### src/logic/selog_pkg.sv
// Package of constants and types for the scan edge and latch logic
package selog_pkg;
    localparam int IMG_W   = 64;   // Image points held by the block
    localparam int IDX_W   = 6;    // Width of an image point index
    localparam int WORD_W  = 16;   // Memory word width
    localparam int BSEL_W  = 5;    // Bit selector width (0..31 offered)
    localparam int WORDS   = 16;   // Memory words held by the block
    localparam int WADR_W  = 4;
    localparam int OUT_W   = 32;   // Physical outputs
    localparam int OIDX_W  = 5;
    localparam logic [IMG_W-1:0]  IMG_RST  = '0;
    localparam logic [WORD_W-1:0] WORD_RST = '0;
    localparam logic [OUT_W-1:0]  OUT_RST  = '0;
    localparam logic [BSEL_W-1:0] BSEL_MAX = 5'h0f;

    // Operation applied in a scan
    typedef enum logic [2:0] {
        SELOG_OP_NONE,
        SELOG_OP_SET,
        SELOG_OP_RST,
        SELOG_OP_BSET,
        SELOG_OP_BCLR
    } selog_op_t;
endpackage

### src/logic/selog_edge.sv
// Per-point edge detector, one scan of history
`timescale 1ns/1ps
module selog_edge
    import selog_pkg::*;
(
    input  wire logic             clk,
    input  wire logic             rst,
    input  wire logic             scan,
    input  wire logic [IMG_W-1:0] img,
    output logic      [IMG_W-1:0] rise,
    output logic      [IMG_W-1:0] fall
);
    typedef struct packed {
        logic [IMG_W-1:0] prev;
        logic [IMG_W-1:0] rise;
        logic [IMG_W-1:0] fall;
        logic             primed;
    } selog_edge_st_t;

    selog_edge_st_t st_r;
    selog_edge_st_t st_nxt;

    always_comb
    begin
        st_nxt = st_r;
        if (scan)
        begin
            // Pulses last until the next scan tick
            if (st_r.primed)
            begin
                st_nxt.rise = img & ~st_r.prev;
                st_nxt.fall = ~img & st_r.prev;
            end
            else
            begin
                // A point already on at reset must not look like an edge
                st_nxt.rise = IMG_RST;
                st_nxt.fall = IMG_RST;
            end
            st_nxt.prev   = img;
            st_nxt.primed = 1'b1;
        end
    end

    always_ff @(posedge clk)
    begin
        if (rst)
        begin
            // History cleared; the next scan only refills it
            st_r <= '{prev: IMG_RST, rise: IMG_RST, fall: IMG_RST,
                      primed: 1'b0};
        end
        else
        begin
            st_r <= st_nxt;
        end
    end

    assign rise = st_r.rise;
    assign fall = st_r.fall;
endmodule

### src/logic/selog_top.sv
// Scan based edge contacts, latches, bit set and clear, output pause
// Operation
// - Falling-edge OR contact closes one scan after on-to-off, ORed with rung
// - Rising-edge AND contact closes one scan after off-to-on, ANDed with rung
// - Falling-edge AND contact closes one scan after on-to-off, ANDed
// - Latch set drives target point on while rung true
// - Set point stays on after rung drops
// - Optional end operand sets every point in inclusive range
// - Latch reset drives point or inclusive range off
// - Reset point stays off until something turns it on
// - Latch set ignores input points owned by input modules
// - Bit set turns on one bit of a word, held
// - Bit clear turns off one bit, other bits unchanged, held
// - Output pause forces range of physical outputs off
// - During pause image keeps updating, only transfer suppressed
// - Edges compare current scan image with previous scan
`timescale 1ns/1ps
module selog_top
    import selog_pkg::*;
(
    input  wire logic              CLK,
    input  wire logic              SYS_RST,
    input  wire logic              SCAN_TICK,
    input  wire logic [IMG_W-1:0]  IMG_IN,
    input  wire logic [IMG_W-1:0]  INPUT_OWNED,
    input  wire logic              RUNG_IN,
    input  wire logic [IDX_W-1:0]  EDGE_IDX,
    output logic                   OR_FALLING_EDGE_CONTACT,
    output logic                   AND_RISING_EDGE_CONTACT,
    output logic                   AND_FALLING_EDGE_CONTACT,
    input  wire logic              OP_VALID,
    input  wire selog_op_t         OP_CODE,
    input  wire logic              OP_RUNG,
    input  wire logic [IDX_W-1:0]  OP_START,
    input  wire logic              OP_HAS_END,
    input  wire logic [IDX_W-1:0]  OP_END,
    input  wire logic [WADR_W-1:0] OP_WORD,
    input  wire logic [BSEL_W-1:0] OP_BIT,
    output logic [IMG_W-1:0]       LATCH_IMG,
    output logic [WORD_W*WORDS-1:0] WORD_MEM,
    input  wire logic [OUT_W-1:0]  OUT_IMG,
    input  wire logic              PAUSE_RUNG,
    input  wire logic [OIDX_W-1:0] PAUSE_START,
    input  wire logic [OIDX_W-1:0] PAUSE_END,
    output logic [OUT_W-1:0]       PHYS_OUT
);
    typedef struct packed {
        logic [IMG_W-1:0]             latch;
        logic [WORDS-1:0][WORD_W-1:0] mem;
        logic [OUT_W-1:0]             phys;
    } selog_st_t;

    selog_st_t st_r;
    selog_st_t st_nxt;

    logic [IMG_W-1:0]  rise;
    logic [IMG_W-1:0]  fall;
    logic [IMG_W-1:0]  op_mask;
    logic [IMG_W-1:0]  set_mask;
    logic [IDX_W-1:0]  op_last;
    logic [WORD_W-1:0] word_bit;
    logic [OUT_W-1:0]  pause_mask;
    logic [OUT_W-1:0]  phys_load;
    logic              sel_rise;
    logic              sel_fall;
    logic              do_set;
    logic              do_rst;
    logic              do_bset;
    logic              do_bclr;

    // Inclusive index range mask; a lone point when no end is given
    function automatic logic [IMG_W-1:0] range_mask(
        input logic [IDX_W-1:0] lo,
        input logic [IDX_W-1:0] hi
    );
        logic [IMG_W-1:0] m;
        m = '0;
        for (int i = 0; i < IMG_W; i++)
        begin
            m[i] = (IDX_W'(i) >= lo) && (IDX_W'(i) <= hi);
        end
        return m;
    endfunction

    // One-hot bit of a word; selectors past the top bit write nothing
    function automatic logic [WORD_W-1:0] bit_mask(
        input logic [BSEL_W-1:0] sel
    );
        logic [WORD_W-1:0] m;
        m = '0;
        for (int i = 0; i < WORD_W; i++)
        begin
            m[i] = (sel <= BSEL_MAX) && (BSEL_W'(i) == sel);
        end
        return m;
    endfunction

    selog_edge u_edge (
        .clk  (CLK),
        .rst  (SYS_RST),
        .scan (SCAN_TICK),
        .img  (IMG_IN),
        .rise (rise),
        .fall (fall)
    );

    // The watched point is picked once and shared by the three contacts
    assign sel_rise = rise[EDGE_IDX];
    assign sel_fall = fall[EDGE_IDX];

    // Contacts are combinational with the rung; pulse width is one scan
    assign OR_FALLING_EDGE_CONTACT  = RUNG_IN | sel_fall;
    assign AND_RISING_EDGE_CONTACT  = RUNG_IN & sel_rise;
    assign AND_FALLING_EDGE_CONTACT = RUNG_IN & sel_fall;

    // A range runs from start to end; without an end it is a lone point
    assign op_last = OP_HAS_END ? OP_END : OP_START;

    always_comb
    begin
        op_mask = range_mask(OP_START, op_last);
    end

    // Input-owned points are left to the input scan
    assign set_mask = op_mask & ~INPUT_OWNED;
    assign word_bit = bit_mask(OP_BIT);

    genvar g;
    generate
        for (g = 0; g < OUT_W; g++)
        begin : g_pause
            assign pause_mask[g] = PAUSE_RUNG &&
                (OIDX_W'(g) >= PAUSE_START) && (OIDX_W'(g) <= PAUSE_END);
        end
    endgenerate

    // Image is untouched by pause; only the transfer is blanked
    assign phys_load = OUT_IMG & ~pause_mask;

    // Operation decode; a low rung or an idle slot leaves the latch and word state alone
    always_comb
    begin
        do_set  = 1'b0;
        do_rst  = 1'b0;
        do_bset = 1'b0;
        do_bclr = 1'b0;
        if (OP_VALID && OP_RUNG)
        begin
            unique case (OP_CODE)
                SELOG_OP_SET:
                begin
                    do_set = 1'b1;
                end
                SELOG_OP_RST:
                begin
                    do_rst = 1'b1;
                end
                SELOG_OP_BSET:
                begin
                    do_bset = 1'b1;
                end
                SELOG_OP_BCLR:
                begin
                    do_bclr = 1'b1;
                end
                SELOG_OP_NONE:
                begin
                end
                default:
                begin
                end
            endcase
        end
    end

    // Nothing below needs the rung to stay up: set and reset both hold
    always_comb
    begin
        st_nxt = st_r;
        if (do_set)
        begin
            st_nxt.latch = st_r.latch | set_mask;
        end
        if (do_rst)
        begin
            st_nxt.latch = st_r.latch & ~op_mask;
        end
        if (do_bset)
        begin
            st_nxt.mem[OP_WORD] = st_r.mem[OP_WORD] | word_bit;
        end
        if (do_bclr)
        begin
            st_nxt.mem[OP_WORD] = st_r.mem[OP_WORD] & ~word_bit;
        end
        // Loaded only at the scan tick, as the output transfer would be
        if (SCAN_TICK)
        begin
            st_nxt.phys = phys_load;
        end
    end

    always_ff @(posedge CLK)
    begin
        if (SYS_RST)
        begin
            st_r.latch <= IMG_RST;
            st_r.mem   <= {WORDS{WORD_RST}};
            st_r.phys  <= OUT_RST;
        end
        else
        begin
            st_r <= st_nxt;
        end
    end

    assign LATCH_IMG = st_r.latch;
    assign WORD_MEM  = st_r.mem;
    assign PHYS_OUT  = st_r.phys;
endmodule

### config.mk
export PLATFORM = sky130hd
export DESIGN_NAME = selog_top
export DESIGN_NICKNAME = d
export VERILOG_FILES = /design/src/logic/selog_pkg.sv /design/src/logic/selog_edge.sv /design/src/logic/selog_top.sv
export SDC_FILE = /design/constraint.sdc
export NUM_CORES = 2
export LEC_CHECK = 0
export ABC_CLOCK_PERIOD_IN_PS = 7420
export BUFFER_PORTS_ARGS = -buffer_cell sky130_fd_sc_hd__buf_2
export CAP_MARGIN = 20
export CORE_UTILIZATION = 60
export DETAILED_ROUTE_END_ITERATION = 10
export GPL_TIMING_DRIVEN = 1
export PLACE_DENSITY = 0.87
export SYNTH_ARGS = -nofsm -noshare
export SYNTH_HDL_FRONTEND = slang
export SYNTH_HIERARCHICAL = 1
export SYNTH_SLANG_ARGS = --single-unit
### constraint.sdc
create_clock -name CLK -period 7.42 [get_ports CLK]
set_input_delay 1.855 -clock CLK [delete_from_list [all_inputs] [get_ports CLK]]
set_output_delay 1.855 -clock CLK [all_outputs]
set_load 0.02 [all_outputs]
=== Yosys cells after proc, flatten, opt, wreduce, memory -nomap -nowiden ===
Index checks and enable logic that the tools add are counted.

* Add/sub/neg operators: 0
* Multiply operators: 0
* Divide/modulo/power cells: 0
* $lt $le $gt $ge: 196
* Equality and inequality tests: 19
* Shift-type cells: 0
* Muxes and demuxes: 24
* Bitwise logic cells: 17
* Reduce and logical (&&, ||, !) cells: 148

{| class="wikitable"
|+ Operators with widths
! operator !! number
|-
| $bwmux W256 || 2
|-
| $mux W256 || 2
|-
| $and A64 B64 Y64 || 4
|-
| $not A64 Y64 || 4
|-
| $ge A6 B6 Y1 const A || 32
|-
| $le A6 B6 Y1 const A || 32
|-
| $logic_and A1 B1 Y1 || 146
|-
| $mux W128 || 1
|-
| $mux W64 || 2
|-
| $ge A5 B6 Y1 const A || 16
|-
| $le A5 B6 Y1 const A || 16
|-
| $ge A5 B5 Y1 const A || 16
|-
| $le A5 B5 Y1 const A || 16
|-
| $bmux W16 S4 || 1
|-
| $demux W16 S4 || 1
|-
| $or A64 B64 Y64 || 1
|-
| $ge A4 B6 Y1 const A || 8
|-
| $le A4 B6 Y1 const A || 8
|-
| $eq A4 B5 Y1 const A || 8
|-
| $ge A4 B5 Y1 const A || 8
|-
| $le A4 B5 Y1 const A || 8
|-
| $and A32 B32 Y32 || 1
|-
| $mux W16 || 2
|-
| $not A32 Y32 || 1
|-
| 32 further kinds || 68
|}

* Register bits after elaboration: 545
* Bits in latches: 0
* Bits in writable memories: 0
* Memory bits (read-only): 0
* Input port bits: 208
* Output and inout bits: 355
* Logic and storage cells: 426
* Memories: 0

=== Logic depth before layout (Yosys ltp) ===
* Depth after elaboration: 8
* Depth in mapped cells: 9
* Mapped depth without buffers: 5

=== Hierarchy ===
The synthesis kept the hierarchy.

{| class="wikitable"
|+ By module, submodules not included
! module !! times used !! cells an instance !! area an instance (µm²) !! seq. area each (µm²)
|-
| selog_top || 1 || 1958 || 18821.8 || 7046.8
|-
| selog_edge || 1 || 906 || 8763.4 || 3863.7
|}

=== Worst setup path before layout ===
No wires, ideal clock.

* Path kind: input port to output port
* Start point: input port EDGE_IDX[0]
* End point: output port AND_RISING_EDGE_CONTACT
* Arrival: 3759 ps
* Data required time: 5565 ps
* Slack: 1806 ps
* Stages on the path: 6
* Buffers on the path: 2
* Cell sequence: clkbuf_1 > buf_2 > mux4_2 > mux4_2 > nand3_1 > o21ai_0

* Cells in the longest elaborated chain, start to end: 3

{| class="wikitable"
|+ Ends and longest elaborated chain
! element !! line !! text
|-
| start, declared || selog_top.sv:27 || <nowiki>input wire logic [IDX_W-1:0] EDGE_IDX,</nowiki>
|-
| $bmux W1 S6 || selog_top.sv:108 || <nowiki>assign sel_rise = rise[EDGE_IDX];</nowiki>
|-
| $mux W1 (not written as such) || selog_top.sv:108 ||
|-
| $and A1 B1 Y1 || selog_top.sv:113 || <nowiki>assign AND_RISING_EDGE_CONTACT = RUNG_IN & sel_rise;</nowiki>
|-
| end, declared || selog_top.sv:29 || <nowiki>output logic AND_RISING_EDGE_CONTACT,</nowiki>
|}

No other way between the ends. The select of a mux whose other input is x is not followed.

=== Final worst setup path ===
* Start point: input port EDGE_IDX[0]
* End point: output port OR_FALLING_EDGE_CONTACT

* Cells in the longest elaborated chain, start to end: 3

{| class="wikitable"
|+ Ends and longest elaborated chain
! element !! line !! text
|-
| $bmux W1 S6 || selog_top.sv:109 || <nowiki>assign sel_fall = fall[EDGE_IDX];</nowiki>
|-
| $mux W1 (not written as such) || selog_top.sv:109 ||
|-
| $or A1 B1 Y1 || selog_top.sv:112 || <nowiki>assign OR_FALLING_EDGE_CONTACT = RUNG_IN | sel_fall;</nowiki>
|-
| end, declared || selog_top.sv:28 || <nowiki>output logic OR_FALLING_EDGE_CONTACT,</nowiki>
|}

No other way between the ends. The select of a mux whose other input is x is not followed.

==> qor.json <==
{
  "wirelength": {"value": 107.5, "unit": "mm"},
  "synth_enable_flop_cells": {"value": 0},
  "p_switching": {"value": 1.692, "unit": "mW"},
  "yosys.area.top_type": {"value": "dfxtp_1"},
  "seq_power_share": {"value": 45.1, "unit": "%"},
  "power.leakage": {"value": 11.96, "unit": "nW"},
  "boundaryPins": {"value": 563},
  "start_util": {"value": 60.79, "unit": "%"},
  "syn-num-nets": {"value": 3072},
  "postSynthCellCount": {"value": 2864},
  "yosys.area.top_type_share": {"value": 39.55, "unit": "%"},
  "synth-seq-cells": {"value": 545},
  "wl_per_cell": {"value": 28.38, "unit": "um"},
  "h-tree-depth": {"value": 2},
  "num-nets-final": {"value": 3338},
  "setup-tns-final": {"value": 0, "unit": "ns"},
  "clock_sink_count": {"value": 545},
  "switching_share_of_power": {"value": 25.32, "unit": "%"},
  "hpwlAfterDp": {"value": 74.08, "unit": "mm"},
  "core_region_area": {"value": 45380, "unit": "um^2"},
  "cts_tree": {"value": "done"},
  "global_route.usage.total": {"value": 44.00, "unit": "%"},
  "post-cts-setup-buffer-count": {"value": 0},
  "rsz0062_at_grt": {"value": "false"},
  "combPwrFrac": {"value": 9.4, "unit": "%"},
  "detail_route.vias_per_cell": {"value": 7.285},
  "worstPathMaxFanout": {"value": 24},
  "critical_path_arrival": {"value": 3.97, "unit": "ns"},
  "pwr-share-clk": {"value": 45.5, "unit": "%"},
  "cts_hold_buf": {"value": 0},
  "portBuffers": {"value": 562},
  "synth_seq_area_share": {"value": 39.55, "unit": "%"},
  "max-vdd-ir-drop": {"value": 0.2062, "unit": "mV"},
  "clk_pin_slew_worst_paths": {"value": 0.07, "unit": "ns"},
  "final_layout_size_suffix_gt1_share": {"value": 27.32, "unit": "%"},
  "place.detailed.instances": {"value": 3671},
  "drt.antenna.violating_nets": {"value": 0},
  "floorplan.die.width": {"value": 216.4, "unit": "um"},
  "setup.worst_path.start_class": {"value": "input port"},
  "clk_path_buf_depth": {"value": 3},
  "grt_antenna_before_repair": {"value": 13},
  "outcome": {"value": "finished clean"},
  "place_congestion": {"value": 1.023},
  "min_period_over_period": {"value": 78.45, "unit": "%"},
  "p_int": {"value": 4.990, "unit": "mW"},
  "crit_path_end_kind": {"value": "output port"},
  "max_slew.worst_pin.slew": {"value": 1.179, "unit": "ns"},
  "chipHeight": {"value": 216.4, "unit": "um"},
  "final_max_slew_viol_count": {"value": 0},
  "finish.cell_count_without_fillers": {"value": 3787},
  "cts-resized-gates": {"value": 0},
  "grt_max_degree": {"value": 215},
  "detailroute.via_count": {"value": 27587},
  "hold_path_class": {"value": "register to register"},
  "synth_ff_type": {"value": "dfxtp_1"},
  "final_hold_viol_count": {"value": 0},
  "syn-mean-instance-area": {"value": 9.632, "unit": "um^2"},
  "slew_headroom": {"value": 20.72, "unit": "%"},
  "first_element_of_the_critical_path": {"value": "EDGE_IDX[0]"},
  "insertion_delay": {"value": 0.62, "unit": "ns"},
  "total_congestion_overflow": {"value": 0},
  "area_delta_synth_final": {"value": 13.21, "unit": "%"},
  "hold_start": {"value": "PHYS_OUT[5]"},
  "die_area": {"value": 46840, "unit": "um^2"},
  "grt_pass1_wl": {"value": 158.6, "unit": "mm"},
  "r2r_startpoint": {"value": "WORD_MEM[152]"},
  "critPathRequiredTime": {"value": 5.57, "unit": "ns"},
  "skew": {"value": 0.009888, "unit": "ns"},
  "synthesis.area": {"value": 27590, "unit": "um^2"},
  "postSynth.asyncResetShare": {"value": 0, "unit": "%"},
  "critPathKind": {"value": "input port to output port"},
  "synth_cell_types": {"value": 70},
  "drc_violations": {"value": 0},
  "1st_iter_drt_viols": {"value": 4778},
  "ys.warnings.count": {"value": 6},
  "finalCriticalPeriod": {"value": 5.821, "unit": "ns"},
  "drt_pre_antenna_iters": {"value": 7},
  "netlist_top_cells_area": {"value": "dfxtp_1, mux4_2, o221ai_1, a21oi_1, o21ai_0"},
  "clock.fmax": {"value": 171.8, "unit": "MHz"},
  "max-cap-violations": {"value": 0},
  "cts_root_buf": {"value": "clkbuf_16"},
  "std_cell_rows": {"value": 78},
  "cts-buffers-inserted": {"value": 57},
  "final-setup-viol-count": {"value": 0},
  "power.density_cell_area": {"value": 214.0, "unit": "nW/um^2"},
  "first_global_vias": {"value": 25837}
}
[path summary, 6_finish.rpt]
path / to / slack, ns / cells after the start
min reg2reg: PHYS_OUT[5] / 0.47 / 2
max reg2reg: WORD_MEM[136] / 4.99 / 4
min: PHYS_OUT[5] / 0.47 / 2
max: OR_FALLING_EDGE_CONTACT / 1.60 / 7
[cell type report]
| cell class | count | area, um^2 |
|---|---|---|
| timing repair buffer | 614 | 3254 |
| tap | 600 | 750.7 |
| antenna | 10 | 25.02 |
| multi-input combinational | 1896 | 14240 |
| fill | 3476 | 14150 |
| sequential | 545 | 10910 |
| clock buffer | 86 | 1748 |
| inverter | 16 | 60.06 |
| clock inverter | 20 | 240.2 |
[metrics by stage]
step           setup WS (ns)  area (um^2)  utilization, %  hold WS (ns)  total power [mW]
2_1_floorplan          1.806        27590               -        0.4500             3.498
3_3_place_gp           1.616        29180           64.30        0.4509             3.659
3_5_place_dp           1.590        29220           64.38        0.4561             3.676
4_1_cts                1.594        31200           68.76        0.4661             6.646
5_1_grt                1.409        31220           68.80        0.4813             6.832
6_report               1.599        31230           68.81        0.4696             6.682
[layout by cell type, fill, tap and decap left out, types with 12 or more instances in the layout]
cell       instances
clkbuf_8          17
o221ai_1         257
o21ai_1           48
mux2i_1           78
nand3_1           25
a221oi_1          16
buf_2            559
o21ai_0          230
nand2b_1         173
o21a_1            12
o211ai_1          13
nand2_1           45
a211oi_1          61
nor3_1            13
or3_1             77
a21oi_1          241
buf_4             50
nand4b_1         130
inv_1             16
nor2_1           183
mux4_2           106
o21ai_2           18
a31oi_1           18
clkbuf_16         59
dfxtp_1          544
a311oi_1          15
[state kept, by name (all words and copies together), names as in the netlist]
signal,flops
u_edge/fall,64
u_edge/st_r,65
u_edge/rise,64
WORD_MEM,256
LATCH_IMG,64
PHYS_OUT,32
[per-layer routing]
metal,vias up,share of wire [%],wire length (um),GRT usage [%]
li1,11466,-,-,-
met1,13110,34,36320,53.08
met2,2412,44,47440,67.72
met3,591,14,15490,14.51
met4,8,7.6,8192,27.58
met5,-,0.037,40,0
[power groups by stage]
stage / clock (mW) / sequential [mW] / combinational (mW)
finish: 3.04 / 3.02 / 0.625
global route: 3.16 / 3.02 / 0.655
CTS: 3.03 / 3.01 / 0.603
detailed placement: 0 / 3.08 / 0.599
global placement: 0 / 3.07 / 0.585
floorplan: 0 / 3.08 / 0.417
[logic make-up after synthesis]
| logic type | synth area share, % |
|---|---|
| buffers and inverters | 8.990 |
| DFF | 39.55 |
| xor gates and xnor gates | 0.03176 |
| AOI/OAI and AO/OA | 23.50 |
| muxes | 12.53 |
| and+or+nand+nor | 15.40 |
[cells in the mapped netlist, drive strengths merged, types with 26 or more instances]
library cell / n
dfxtp: 545
o21ai: 297
o221ai: 257
a21oi: 242
buf: 233
nor2: 183
nand2b: 175
clkbuf: 174
nand4b: 130
mux4: 114
mux2i: 78
or3: 77
a211oi: 61
nand2: 45
nand3: 26
[critical path: stages]
cell      delay (ns)
buf_2           0.56
mux4_2          0.59
mux2i_1         0.22
a21boi_0        0.13
a22o_1          0.26
or2_1           0.20
buf_2           0.15
(Power assumes the default switching activity.)
